**config.mk**
```make
export PLATFORM = sky130hd
export DESIGN_NAME = tdsr_measure_alu
export DESIGN_NICKNAME = d
export VERILOG_FILES = /design/src/verilog/tdsr_pkg.sv /design/src/verilog/tdsr_measure_alu.sv /design/src/verilog/tdsr_divider.sv
export VERILOG_INCLUDE_DIRS = /design/src /design/src/verilog
export SDC_FILE = /design/constraint.sdc
export NUM_CORES = 1
export LEC_CHECK = 0
export ABC_CLOCK_PERIOD_IN_PS = 14000
export BUFFER_PORTS_ARGS = -buffer_cell sky130_fd_sc_hd__buf_2
export CORE_UTILIZATION = 47
export DETAILED_ROUTE_END_ITERATION = 10
export GPL_TIMING_DRIVEN = 0
export PLACE_DENSITY = 0.7
export REMOVE_ABC_BUFFERS = 1
export SLEW_MARGIN = 20
export SYNTH_ARGS = -nofsm -noshare
export SYNTH_HDL_FRONTEND = slang
export SYNTH_HIERARCHICAL = 1
export SYNTH_SLANG_ARGS = --single-unit
```
**constraint.sdc**
```tcl
create_clock -name core_clk -period 14 [get_ports core_clk]
set_input_delay 0.7 -clock core_clk [delete_from_list [all_inputs] [get_ports core_clk]]
set_output_delay 0.7 -clock core_clk [all_outputs]
set_load 0.005 [all_outputs]
```
**src/verilog/tdsr_defs.svh**
```systemverilog
`ifndef TDSR_DEFS_SVH
`define TDSR_DEFS_SVH
// Timeout in gate-delay bins
`define TDSR_TIMEOUT_BINS     15'd26224
// Operand selector codes
`define TDSR_SEL_START        4'h0
`define TDSR_SEL_OFF          4'h5
`define TDSR_SEL_ONE_PERIOD_CAL_VALUE         4'h6
`define TDSR_SEL_TWO_PERIOD_CAL_VALUE         4'h7
`define TDSR_SEL_CH2_BASE     4'h8
// Fast clock switch-on codes
`define TDSR_CLKHS_SLOW_ONLY  3'd0
`define TDSR_CLKHS_CONT       3'd1
// Overflow answer of the scaling path
`define TDSR_OVERFLOW         32'hffffffff
// Result slots and hits per stop
`define TDSR_SLOTS            4
`define TDSR_MAX_HITS         3'd4
`endif

```
**src/verilog/tdsr_pkg.sv**
```systemverilog
package tdsr_pkg;
   typedef enum logic [2:0] {
      TDSR_IDLE,
      TDSR_ARMED,
      TDSR_MEAS,
      TDSR_CAL,
      TDSR_ALU,
      TDSR_DONE
   } tdsr_state_t;
endpackage

```
**src/verilog/tdsr_measure_alu.sv**
```systemverilog
`timescale 1ns/10ps
`include "tdsr_defs.svh"
module tdsr_measure_alu #(
   parameter int HITS_MAX = 4,
   parameter int SLOTS    = `TDSR_SLOTS
) (
   // Clock and reset
   input  wire logic        core_clk,
   input  wire logic        rst,
   // Pulse inputs and windows
   input  wire logic        start_in,
   input  wire logic        stop1_in,
   input  wire logic        stop2_in,
   input  wire logic        start_en,
   input  wire logic        stop1_en,
   input  wire logic        stop2_en,
   // Fine position of the delay line at each cycle, in half bins
   input  wire logic [6:0]  fine_pos,
   // Configuration
   input  wire logic        long_range_select,
   input  wire logic        double_resolution_en,
   input  wire logic [2:0]  fast_clock_switch_on,
   input  wire logic [1:0]  ref_clock_divider,
   input  wire logic [2:0]  expected_hits_ch1,
   input  wire logic [2:0]  expected_hits_ch2,
   input  wire logic [3:0]  alu_operand_a_sel,
   input  wire logic [3:0]  alu_operand_b_sel,
   input  wire logic        stop1_both_edges,
   input  wire logic        stop2_both_edges,
   input  wire logic        start_input_invert,
   input  wire logic        stop1_input_invert,
   input  wire logic        stop2_input_invert,
   input  wire logic        cal_enable,
   input  wire logic        no_auto_cal,
   input  wire logic        int_en_alu,
   input  wire logic        int_en_hits,
   input  wire logic        int_en_timeout,
   input  wire logic        int_en_eeprom,
   // Commands and serial side
   input  wire logic        init_cmd,
   input  wire logic        calibrate_command,
   input  wire logic        eeprom_done,
   input  wire logic        sck_rise,
   input  wire logic        result_read,
   input  wire logic [1:0]  result_addr,
   // Status and results
   output logic             irq_out_n,
   output logic [2:0]       load_pointer,
   output logic [5:0]       hit_count,
   output logic             timeout_flag,
   output logic             fast_clock_on,
   output logic             ref_tick,
   output logic [31:0]      read_data,
   output logic [5:0]       read_bits
);
   initial if (HITS_MAX != 4 || SLOTS != 4) $error("unsupported parameters");

   // ----------------------------------------
   // State
   // ----------------------------------------
   typedef struct packed {
      tdsr_pkg::tdsr_state_t fsm;
      logic [2:0]   prev_in;
      logic [14:0]  coarse;
      logic [19:0]  t_start;
      logic [3:0][19:0] t_ch1;
      logic [3:0][19:0] t_ch2;
      logic [2:0]   n1;
      logic [2:0]   n2;
      logic         tmo;
      logic [2:0]   ldp;
      logic [19:0]  one_period_cal_value;
      logic [19:0]  two_period_cal_value;
      logic [1:0]   cal_step;
      logic         cal_cmd_run;
      logic [2:0]   div_cnt;
      logic         tick;
      logic [3:0][31:0] res;
      logic [3:0]   res_cal;
      logic         div_wait;
      logic         flg_alu;
      logic         flg_hits;
      logic         flg_tmo;
      logic         flg_ee;
      logic         irq_n;
      logic [31:0]  rd;
      logic [5:0]   rbits;
      logic         fast;
   } tdsr_st_t;

   tdsr_st_t st;
   tdsr_st_t next_st;

   logic        div_go;
   logic        div_done;
   logic [31:0] div_q;
   logic [31:0] div_num;
   logic [31:0] div_den;

   // ----------------------------------------
   // Edge detection and ALU operand fetch
   // ----------------------------------------
   logic [2:0]  pol_in;
   logic [2:0]  rise;
   logic [2:0]  fall;
   logic        start_hit;
   logic        stop1_hit;
   logic        stop2_hit;
   logic [19:0] now_bins;
   logic [2:0]  div_len;
   logic        all_hits;
   logic [19:0] op_a;
   logic [19:0] op_b;
   logic [19:0] diff;
   logic        alu_off;
   logic        sel_cal;

   function automatic logic [19:0] pick(input logic [3:0] sel, input tdsr_st_t s);
      logic [19:0] v;
      v = '0;
      if (sel == `TDSR_SEL_START) v = s.t_start;
      else if (sel == `TDSR_SEL_ONE_PERIOD_CAL_VALUE) v = s.one_period_cal_value;
      else if (sel == `TDSR_SEL_TWO_PERIOD_CAL_VALUE) v = s.two_period_cal_value;
      else if (sel[3]) v = s.t_ch2[sel[1:0] - 2'd1];
      else v = s.t_ch1[sel[1:0] - 2'd1];
      return v;
   endfunction

   // Inverter makes falling edges look like rising ones
   assign pol_in = {stop2_in ^ stop2_input_invert, stop1_in ^ stop1_input_invert,
                    start_in ^ start_input_invert};
   assign rise = pol_in & ~st.prev_in;
   assign fall = ~pol_in & st.prev_in;
   assign start_hit = rise[0] && start_en;
   assign stop1_hit = (rise[1] || (stop1_both_edges && fall[1])) && stop1_en;
   // Second stop channel is lost in double resolution
   assign stop2_hit = (rise[2] || (stop2_both_edges && fall[2])) && stop2_en
                      && !double_resolution_en;
   // Coarse cycles times 64 plus fine bins; double resolution counts half bins
   assign now_bins = double_resolution_en ? {st.coarse[12:0], fine_pos} :
                     {st.coarse[13:0], fine_pos[6:1]};
   assign div_len = 3'd1 << ref_clock_divider;
   assign all_hits = (st.n1 >= expected_hits_ch1) &&
                     (double_resolution_en || st.n2 >= expected_hits_ch2);
   assign op_a = pick(alu_operand_a_sel, st);
   assign op_b = pick(alu_operand_b_sel, st);
   assign diff = op_a - op_b;
   assign alu_off = alu_operand_a_sel == `TDSR_SEL_OFF &&
                    alu_operand_b_sel == `TDSR_SEL_OFF;
   assign sel_cal = alu_operand_a_sel == `TDSR_SEL_ONE_PERIOD_CAL_VALUE ||
                    alu_operand_a_sel == `TDSR_SEL_TWO_PERIOD_CAL_VALUE;
   // Quotient carries 16 fraction bits
   assign div_num = {{12{diff[19]}}, diff} <<< 16;
   assign div_den = {12'h000, st.two_period_cal_value - st.one_period_cal_value};
   assign div_go = st.fsm == tdsr_pkg::TDSR_ALU && !st.div_wait && cal_enable
                   && !sel_cal && !alu_off;

   tdsr_divider #(.W(32)) u_div (
      .core_clk (core_clk),
      .rst      (rst),
      .go       (div_go),
      .dividend (div_num),
      .divisor  (div_den),
      .done     (div_done),
      .quotient (div_q)
   );

   // ----------------------------------------
   // Sequencer, ALU and flags
   // ----------------------------------------
   always_comb begin
      next_st = st;
      next_st.prev_in = pol_in;
      next_st.tick = 1'b0;
      // Reference divider runs free
      if (st.div_cnt >= div_len - 3'd1) begin
         next_st.div_cnt = '0;
         next_st.tick = 1'b1;
      end else begin
         next_st.div_cnt = st.div_cnt + 3'd1;
      end
      // Codes above one run the fast clock whenever the sequencer is out of idle
      next_st.fast = fast_clock_switch_on == `TDSR_CLKHS_CONT ||
                     (fast_clock_switch_on != `TDSR_CLKHS_SLOW_ONLY &&
                      st.fsm != tdsr_pkg::TDSR_IDLE);
      if (calibrate_command) next_st.cal_cmd_run = 1'b1;
      // Release first, so an event in the same cycle still sets its flag
      if (sck_rise) begin
         next_st.flg_alu = 1'b0;
         next_st.flg_hits = 1'b0;
         next_st.flg_tmo = 1'b0;
         next_st.flg_ee = 1'b0;
      end
      unique case (st.fsm)
         tdsr_pkg::TDSR_IDLE: begin
            if (st.cal_cmd_run && st.tick) begin
               next_st.fsm = tdsr_pkg::TDSR_CAL;
               next_st.coarse = '0;
               next_st.cal_step = 2'd0;
            end
         end
         tdsr_pkg::TDSR_ARMED: begin
            if (start_hit && !long_range_select) begin
               next_st.fsm = tdsr_pkg::TDSR_MEAS;
               next_st.coarse = 15'd1;
               next_st.t_start = now_bins;
            end
         end
         tdsr_pkg::TDSR_MEAS: begin
            next_st.coarse = st.coarse + 15'd1;
            if (stop1_hit && st.n1 < `TDSR_MAX_HITS) begin
               next_st.t_ch1[st.n1[1:0]] = now_bins;
               next_st.n1 = st.n1 + 3'd1;
            end
            if (stop2_hit && st.n2 < `TDSR_MAX_HITS) begin
               next_st.t_ch2[st.n2[1:0]] = now_bins;
               next_st.n2 = st.n2 + 3'd1;
            end
            if (all_hits) begin
               next_st.flg_hits = 1'b1;
               next_st.fsm = tdsr_pkg::TDSR_ALU;
            end else if (now_bins >= {5'h00, `TDSR_TIMEOUT_BINS}) begin
               next_st.tmo = 1'b1;
               next_st.flg_tmo = 1'b1;
               next_st.fsm = tdsr_pkg::TDSR_ALU;
            end
            if (next_st.fsm == tdsr_pkg::TDSR_ALU && cal_enable && !no_auto_cal) begin
               next_st.fsm = tdsr_pkg::TDSR_CAL;
               next_st.cal_step = 2'd0;
            end
            next_st.div_wait = 1'b0;
         end
         tdsr_pkg::TDSR_CAL: begin
            // Period edges from the divided ref clock
            next_st.coarse = st.coarse + 15'd1;
            if (st.tick) begin
               next_st.cal_step = st.cal_step + 2'd1;
               if (st.cal_step == 2'd0) next_st.coarse = 15'd1;
               if (st.cal_step == 2'd1) next_st.one_period_cal_value = {st.coarse[13:0], 6'h00};
               if (st.cal_step == 2'd2) begin
                  next_st.two_period_cal_value = {st.coarse[13:0], 6'h00};
                  next_st.cal_cmd_run = 1'b0;
                  next_st.fsm = st.cal_cmd_run ? tdsr_pkg::TDSR_IDLE : tdsr_pkg::TDSR_ALU;
               end
            end
            next_st.div_wait = 1'b0;
         end
         tdsr_pkg::TDSR_ALU: begin
            if (alu_off) begin
               next_st.fsm = tdsr_pkg::TDSR_DONE;
            end else if (!cal_enable || sel_cal) begin
               next_st.res[st.ldp[1:0]] = sel_cal ? {12'h000, op_a} :
                                          {{16{diff[15]}}, diff[15:0]};
               next_st.res_cal[st.ldp[1:0]] = cal_enable;
               next_st.fsm = tdsr_pkg::TDSR_DONE;
               next_st.ldp = st.ldp + 3'd1;
               next_st.flg_alu = 1'b1;
            end else begin
               next_st.div_wait = 1'b1;
               if (div_done) begin
                  // Divide is only valid while 2 periods exceed the interval
                  next_st.res[st.ldp[1:0]] = (st.two_period_cal_value <= diff) ? `TDSR_OVERFLOW
                                             : div_q;
                  next_st.res_cal[st.ldp[1:0]] = 1'b1;
                  next_st.fsm = tdsr_pkg::TDSR_DONE;
                  next_st.ldp = st.ldp + 3'd1;
                  next_st.flg_alu = 1'b1;
               end
            end
         end
         // Results wait here for the next init
         tdsr_pkg::TDSR_DONE: begin end
      endcase
      if (eeprom_done) next_st.flg_ee = 1'b1;
      next_st.irq_n = !((next_st.flg_alu && int_en_alu) || (next_st.flg_hits && int_en_hits)
                        || (next_st.flg_tmo && int_en_timeout)
                        || (next_st.flg_ee && int_en_eeprom));
      if (result_read) begin
         next_st.rd = st.res[result_addr];
         next_st.rbits = st.res_cal[result_addr] ? 6'd32 : 6'd16;
      end
      if (init_cmd) begin
         next_st.fsm = tdsr_pkg::TDSR_ARMED;
         next_st.n1 = '0;
         next_st.n2 = '0;
         next_st.tmo = 1'b0;
         next_st.ldp = '0;
         next_st.coarse = '0;
      end
   end

   always_ff @(posedge core_clk) begin
      if (rst) st <= '0;
      else st <= next_st;
   end

   // ----------------------------------------
   // Outputs
   // ----------------------------------------
   assign irq_out_n = st.irq_n;
   assign load_pointer = st.ldp;
   assign hit_count = {st.n2, st.n1};
   assign timeout_flag = st.tmo;
   assign fast_clock_on = st.fast;
   assign ref_tick = st.tick;
   assign read_data = st.rd;
   assign read_bits = st.rbits;
endmodule

```
**src/verilog/tdsr_divider.sv**
```systemverilog
`timescale 1ns/10ps
`include "tdsr_defs.svh"
// ----------------------------------------
// Restoring divider, one quotient bit per clock
// ----------------------------------------
module tdsr_divider #(
   parameter int W = 32
) (
   // Clock and reset
   input  wire logic         core_clk,
   input  wire logic         rst,
   // Request
   input  wire logic         go,
   input  wire logic [W-1:0] dividend,
   input  wire logic [W-1:0] divisor,
   // Answer
   output logic              done,
   output logic [W-1:0]      quotient
);
   initial if (W < 8 || W > 63) $error("divider width out of range");

   typedef struct packed {
      logic [W-1:0] rem;
      logic [W-1:0] q;
      logic [W-1:0] d;
      logic [5:0]   cnt;
      logic         busy;
      logic         done;
   } tdsr_div_t;

   tdsr_div_t st;
   tdsr_div_t next_st;
   logic [W:0] trial;

   // Shift-subtract step
   always_comb begin
      next_st = st;
      trial = '0;
      next_st.done = 1'b0;
      if (go) begin
         next_st.q = dividend;
         next_st.d = divisor;
         next_st.rem = '0;
         next_st.cnt = 6'(W);
         next_st.busy = 1'b1;
      end else if (st.busy) begin
         trial = {st.rem, st.q[W-1]} - {1'b0, st.d};
         if (!trial[W]) begin
            next_st.rem = trial[W-1:0];
            next_st.q = {st.q[W-2:0], 1'b1};
         end else begin
            next_st.rem = {st.rem[W-2:0], st.q[W-1]};
            next_st.q = {st.q[W-2:0], 1'b0};
         end
         next_st.cnt = st.cnt - 6'd1;
         if (st.cnt == 6'd1) begin
            next_st.busy = 1'b0;
            next_st.done = 1'b1;
         end
      end
   end

   always_ff @(posedge core_clk) begin
      if (rst) st <= '0;
      else st <= next_st;
   end

   assign done = st.done;
   assign quotient = st.q;
endmodule

```
After elaboration in Yosys (flattened, before gate mapping) --
Index checks and enable logic that the tools add are counted.
Word-level totals: register bits after elaboration 515, input bits 54, output and inout bits 51, logic and storage cells 273
Cells by class: add/sub/neg operators 13, $lt $le $gt $ge 16, equal/unequal tests 28, shift operators 1, muxes and demuxes 86, bitwise gates (word level) 11, reduce and logical (&&, ||, !) cells 73
Operator list (count):
- $mux 20 | 15
- $mux 132 | 2
- $bwmux 128 | 2
- $mux 32 | 6
- $bmux 20 s2 | 4
- $bwmux 80 | 2
- $demux 20 s2 | 2
- $bmux 32 s2 | 1
- $demux 32 s2 | 1
- $mux 64 | 1
- $pmux 15 s4 | 1
- $mux 15 | 3
- $mux 3 | 15
- $sub 20x20->20 | 2
- $mux 35 | 1
- $sub 33x20->33 | 1
- $logic_and 1x1->1 | 26
- $eq 4x3->1 const B | 6
- $ge 20x15->1 const B | 1
- $le 20x20->1 | 1
- $lt 2x3->1 const B | 6
- $reduce_and 3->1 | 6
- $add 15x1->15 const B | 1
- $mux 1 | 15
- other kinds (50) | 107

Depth between registers and ports, before layout --
Gate-level depths: netlist (run 1).
word-level depth 13, gate-level depth with buffers 34, gate-level depth less buffers 28

By module --
Netlist (run 1), hierarchy kept.
Modules (own cells, without submodules):
- tdsr_measure_alu | instances 1, cells each 2443, area each 22225.1 um^2, seq. area each 8368.0 um^2
- tdsr_divider | instances 1, cells each 777, area each 6317.3 um^2, seq. area each 2082.0 um^2

Least setup slack after synthesis (run 1) --
Ideal clock, no wire load.
path kind in2reg, start point input alu_operand_a_sel[0], end point register, netlist name st[126], setup time 0.139 ns, arrival 6.780 ns, path slack 7.081 ns, cell stages on the path 31, buffers on the path 7, cell sequence clkbuf_1 -> buf_2 -> buf_2 -> inv_1 -> ha_1 -> buf_1 -> clkbuf_1 -> mux4_2 -> mux2_2 -> nand2_1 -> a31oi_1 -> ha_1 -> clkbuf_1 -> o21ai_0 -> nor2_1 -> a21o_1 -> o31ai_1 -> o31ai_1 -> a31o_2 -> and4b_1 -> nor3_1 -> ha_1 -> nand2_1 -> nor2_1 -> nand3_1 -> a2111oi_4 -> or3_4 -> buf_8 -> o31a_1 -> o21ai_1 -> a31oi_1
RTL lines:
- start: declaration | line tdsr_measure_alu.sv:26 | input wire logic [3:0] alu_operand_a_sel,

==> results of run 1 <==
-- logic make-up (layout without fill, tap and decap cells) --
family / Yosys count / count (layout) / synth area share
AO/OA/AOI/OAI: 862 / 862 / 0.198
XOR/XNOR: 79 / 79 / 0.0245
adder cells (fa/ha/maj): 117 / 117 / 0.0521
buffers and inverters: 454 / 353 / 0.0739
flip-flops: 522 / 522 / 0.366
multiplexers: 289 / 289 / 0.151
other: 1 / 38 / 0.000131
AND/OR/NAND/NOR: 896 / 896 / 0.134
-- power groups by stage --
| stage | Combinational (mW) | Clock, mW | Sequential (mW) |
|---|---|---|---|
| after global routing | 0.344 | 1.61 | 1.50 |
| after floorplan | 0.186 | 0 | 1.53 |
| after global placement | 0.299 | 0 | 1.54 |
| final | 0.317 | 1.52 | 1.50 |
| after detailed placement | 0.313 | 0 | 1.54 |
| after CTS | 0.315 | 1.55 | 1.50 |
-- synthesized netlist by cell type (7+ instances only) --
cell         n  area, µm²
nand2_1    218        818
buf_1       22       82.6
o211ai_1     8       60.1
or2_2        7       43.8
mux2i_1    165       1650
buf_4       79        593
and3_1       8       50.1
nand3_1     62        310
a211oi_1   194       1460
o211a_1     10        100
o21a_1      17        128
o22ai_1     23        144
a21oi_1    227       1140
inv_1      120        450
xnor2_1     45        394
a21o_1      31        233
nor2b_1     17        106
o21ai_0    159        796
xor2_1      33        289
nand2b_1    16        100
a31oi_1     67        419
o21ai_1      9       45.0
nor2_1     467       1750
o21bai_1     8       60.1
clkbuf_1   183        687
a22oi_1     27        203
buf_2       41        205
dfxtp_1    522      10500
o2111ai_1    8       70.1
ha_1       114       1430
and2_1      23        144
mux4_2     113       2540
or3_1        7       43.8
nand4_1     14       87.6
nor3_1      26        130
mux2_2      11        124
-- worst max path at each step --
stage / startpoint / to / slack (ps)
after floorplan: alu_operand_a_sel[0] / u_div/st[73] / 5620
after global placement: alu_operand_a_sel[0] / u_div/st[73] / -900
after detailed placement: alu_operand_a_sel[0] / st[156] / 5800
after CTS: alu_operand_a_sel[0] / st[60] / 6450
after global routing: alu_operand_a_sel[0] / st[60] / 5910
final: alu_operand_a_sel[0] / st[60] / 6370
-- metrics by stage --
stage,power [mW],std cells
6_report,3.34,3929
5_1_grt,3.46,3929
4_1_cts,3.37,3929
3_5_place_dp,1.85,3827
3_3_place_gp,1.84,3798
2_1_floorplan,1.72,2925
-- flip-flops by register name, indices dropped and copies added, names as in the netlist --
signal and flops:
hit_count 6, st 371, u_div/done 1, read_bits 2, irq_out_n 1, load_pointer 3
timeout_flag 1, fast_clock_on 1, u_div/quotient 32, ref_tick 1, read_data 32, u_div/st 71
-- cell usage in the layout (no fill, tap or decap), types with 16 or more instances in the layout --
master,synthesis,layout
buf_2,41,96
nor3_1,26,26
mux4_2,113,113
a22oi_1,27,27
dfxtp_1,522,521
a211oi_1,194,194
conb_1,1,38
mux2i_1,165,165
xnor2_1,45,44
nand2_1,218,218
inv_1,120,120
a31oi_1,67,67
a21o_1,31,31
nand2b_1,16,16
nand3_1,62,62
nor2b_1,17,16
nor2_1,467,464
clkbuf_16,0,55
o22ai_1,23,23
xor2_1,33,33
o21ai_0,159,159
o21a_1,17,17
a21oi_1,227,227
ha_1,114,112
-- final cells by class --
class	instances	area, µm²	area share
Clock inverter	27	343	0.0110
Timing Repair Buffer	129	1180	0.0378
Sequential cell	522	10500	0.336
Multi-Input combinational cell	2281	16200	0.520
Inverter	122	463	0.0149
Tap cell	773	967	0.0310
Clock buffer	75	1550	0.0498
-- routing by layer --
layer | wire (µm) | vias to the layer above | global-route usage
met5 | 32 | - | 0
met1 | 33000 | 11000 | 0.316
met2 | 34000 | 666 | 0.383
met3 | 3990 | 164 | 0.0306
li1 | - | 11200 | -
met4 | 2320 | 4 | 0.0791
-- critical path, delay by kind of cell --
family          cells  cell delay, ps
compound gates     12            3430
simple gates        4            1480
fa+ha+maj           3            1110
buf+inv             5             890
xor+xnor            1             480
==> impl_metrics.ini, run 1 <==
[worst_setup_path]
endpoint_kind = flip-flop
worstSetupPathType = in -> reg
reg2regPathDepth = 23
r2r_end = st[60]
crit_slowest_cell = o21ai_2
regToRegSetupSlack_ps = 7770
max_stage_delay_ps = 900
critPathArrivalTime_ps = 8120
r2r_start = st[360]
start_kind = primary input
worst-path-max-fanout = 32
critPathRequiredTime_ps = 14490

[timing]
setup_viol = 0
hold_viol = 0
finalMaxSlewViolations = 0
fmax_mhz = 131
fin_ws_ps = 6370
tightestPinTransition_ps = 1120
rsz0062_at_grt = false
setup-tns-final_ps = 0
slew_headroom = 0.229
min_period_ps = 7630
fin_skew_ps = 26.3
finalCritPeriodShare = 0.545
fin_hold_ws_ps = 246

[status]
status = finished, final reports clean

[global_routing]
grt_overflow = 0
grt_pass1_vias = 21600
grt_start_max_net_pins = 119
antenna_found_initial = 2
grt_usage = 0.233
grt_first_pass_wirelength_mm = 118

[logic_synthesis]
synth-edff-count = 0
yosys_warnings = 6
synth_area_um2 = 28500
avgSynthCellArea_um2 = 8.86
yosysUniqueCellTypes = 96
synth-async-reset-ratio = 0
synth_cells = 3220
synth_seq_cells = 522
seq_area_frac_synth = 0.366
ys.flop_type = dfxtp_1

[placement]
portBuffers = 100
dp_hpwl_mm = 49.9
routabilityCongestion = 0.978
place_worst_setup_slack_ps = 5800
dpl-instance-area_um2 = 29300

[clock_tree]
clock_sinks = 522
cts_buffers = 55
holdBufCountCts = 0
root_buffer = clkbuf_16
cts_tree = built
cts_setup_buffers = 0
cts_max_level = 2
path_clk_slew_ps = 60
cts_resized = 0
cts.path.max_buffers = 3
insertion_delay_ps = 640

[power_and_ir_drop]
powerDensity_nw_per_um2 = 107
intPower_mw = 2.49
comb_power_share = 0.095
p_sw_uw = 855
vdd_ir_drop_max_v = 0.000104
netSwitchingFraction = 0.256
seq_power_share = 0.450
pwr-share-clk = 0.455
p_leak_nw = 11.9

[hold_path]
hold_path_startpoint = int_en_hits
worstHoldPathType = in -> reg
hold_end = irq_out_n
hold_depth = 2

[layout]
nFillCells = 5514
final_util = 0.524
antennaDiodeCount = 0
finalInstanceArea_um2 = 31200
drive_above_1_share = 0.129
syn_to_final_growth_pct = 9.14
fin_nets = 3282

[run]
maxCapViolations = 0

[die]
start_util = 0.480
ios = 105
die_h_um = 248
die_area_um2 = 61700
core_um2 = 59500
num_rows = 89
die_w_um = 248

[detailed_routing]
drt_first_pass_iters = 6
drc = 0
vias = 23100
ant_nets = 0
vias_per_cell = 5.88
first_iter_violations = 1726
wirelength_mm = 73.4
wire_per_inst_um = 18.7
Note: power is estimated with default switching activity, not from simulation.
==> run 2: changes to the inputs <==
Settings changed: ABC_CLOCK_PERIOD_IN_PS 14000 to 7920.
Clock period 14 ns to 7.92 ns, I/O delays scaled along.
==> run 2 against run 1 <==
- worst setup slack got worse by 5800 ps
- register-to-register slack got worse by 6100 ps
- critical path depth did not move
- sequential power grew 77%
- via count about the same
- die area is the same
==> impl_metrics.ini, run 2 (synthesized netlist as in run 1, its figures left out) <==
[power_and_ir_drop]
intPower_mw = 4.40
vdd_ir_drop_max_v = 0.000186
netSwitchingFraction = 0.256
powerDensity_nw_per_um2 = 189
pwr-share-clk = 0.455
p_sw_mw = 1.51
seq_power_share = 0.450
comb_power_share = 0.095
p_leak_nw = 11.9

[global_routing]
grt_pass1_vias = 21600
grt_first_pass_wirelength_mm = 118
grt_overflow = 0
grt_usage = 0.233
antenna_found_initial = 2
grt_start_max_net_pins = 119

[detailed_routing]
vias_per_cell = 5.88
wire_per_inst_um = 18.7
drc = 0
first_iter_violations = 1738
ant_nets = 0
wirelength_mm = 73.5
drt_first_pass_iters = 6
vias = 23100

[clock_tree]
clock_sinks = 522
cts_tree = built
cts_max_level = 2
insertion_delay_ps = 640
cts.path.max_buffers = 3
root_buffer = clkbuf_16
cts_resized = 0
holdBufCountCts = 3
path_clk_slew_ps = 60
cts_buffers = 55
cts_setup_buffers = 0

[worst_setup_path]
max_stage_delay_ps = 890
critPathRequiredTime_ps = 8410
endpoint_kind = flip-flop
worst-path-max-fanout = 32
crit_slowest_cell = o21ai_2
worstSetupPathType = in -> reg
critPathArrivalTime_ps = 7810
start_kind = primary input

[layout]
final_common_cell = dfxtp_1
syn_to_final_growth_pct = 9.25
drive_above_1_share = 0.129
fin_nets = 3285
largest_register = st
final_cell_mix = dfxtp_1, nor2_1, a21oi_1
antennaDiodeCount = 0
top_regs = st x371, u_div/st x71
largest_reg_flops = 371
nFillCells = 5514

[placement]
place_worst_setup_slack_ps = 24.1
portBuffers = 100
dp_hpwl_mm = 49.9
routabilityCongestion = 0.978

[die]
ios = 105
num_rows = 89
core_um2 = 59500
die_w_um = 248
start_util = 0.480
die_h_um = 248
die_area_um2 = 61700

[timing]
fmax_mhz = 137
min_period_ps = 7320
rsz0062_at_grt = false
finalCritPeriodShare = 0.924
tightestPinTransition_ps = 1130
setup-tns-final_ps = 0
slew_headroom = 0.223
setup_viol = 0
finalMaxSlewViolations = 0
fin_skew_ps = 24.4
hold_viol = 0
fin_ws_ps = 600

[status]
status = finished, final reports clean

[hold_path]
worstHoldPathType = in -> reg

[run]
maxCapViolations = 0
-- run 2: cell types whose count changed in the layout (fill, tap and decap cells not counted), sizes merged --
cell and delta:
dlygate4sd3 +3
-- run 2: worst paths after layout --
path | startpoint | end | slack, ps | cells past startpoint
worst max-delay path | alu_operand_a_sel[0] | st[60] | 600 | 25
worst min-delay path | eeprom_done | st[40] | 20 | 3
worst max register to register | st[360] | st[60] | 1690 | 23
worst min register to register | timeout_flag | timeout_flag | 450 | 2
-- run 2: routing by layer --
layer,global-route usage,part of all wire,vias up
met4,0.0799,0.032,4
met2,0.384,0.46,707
li1,-,-,11300
met5,0,0.00044,-
met1,0.316,0.45,11000
met3,0.0306,0.057,173
-- run 2: cell type report --
class                   instances  area (µm²)  area share
multi-input cells            2281       16200       0.519
flip-flops and latches        522       10500       0.335
clock buffers                  75        1550      0.0498
repair buffers                132        1210      0.0387
well taps                     773         967      0.0310
inverters                     122         463      0.0148
clock inverters                27         343      0.0110
-- run 2: through the flow --
step	instances	hold WS [ps]	cell area, µm²	power [mW]	utilization
detailed placement	3827	440	29300	3.27	0.492
global placement	3798	432	28500	3.25	0.479
floorplan	2925	417	27000	3.04	-
finish	3932	22.0	31200	5.91	0.524
global route	3932	30.5	31200	6.12	0.524
CTS	3932	5.05	31200	5.95	0.524
-- run 2: critical path: cells and delay by family --
family | cells | cell delay (ps)
AND/OR/NAND/NOR | 4 | 1460
AO/OA/AOI/OAI | 12 | 3430
XOR/XNOR | 1 | 490
buffers and inverters | 5 | 890
adder cells (fa/ha/maj) | 3 | 1110
-- run 2: power groups by stage --
| stage | registers (mW) | clock network, mW | logic, mW |
|---|---|---|---|
| after CTS | 2.66 | 2.74 | 0.558 |
| after global placement | 2.72 | 0 | 0.529 |
| after detailed placement | 2.72 | 0 | 0.554 |
| after global routing | 2.66 | 2.85 | 0.611 |
| after floorplan | 2.71 | 0 | 0.329 |
| final | 2.66 | 2.69 | 0.563 |
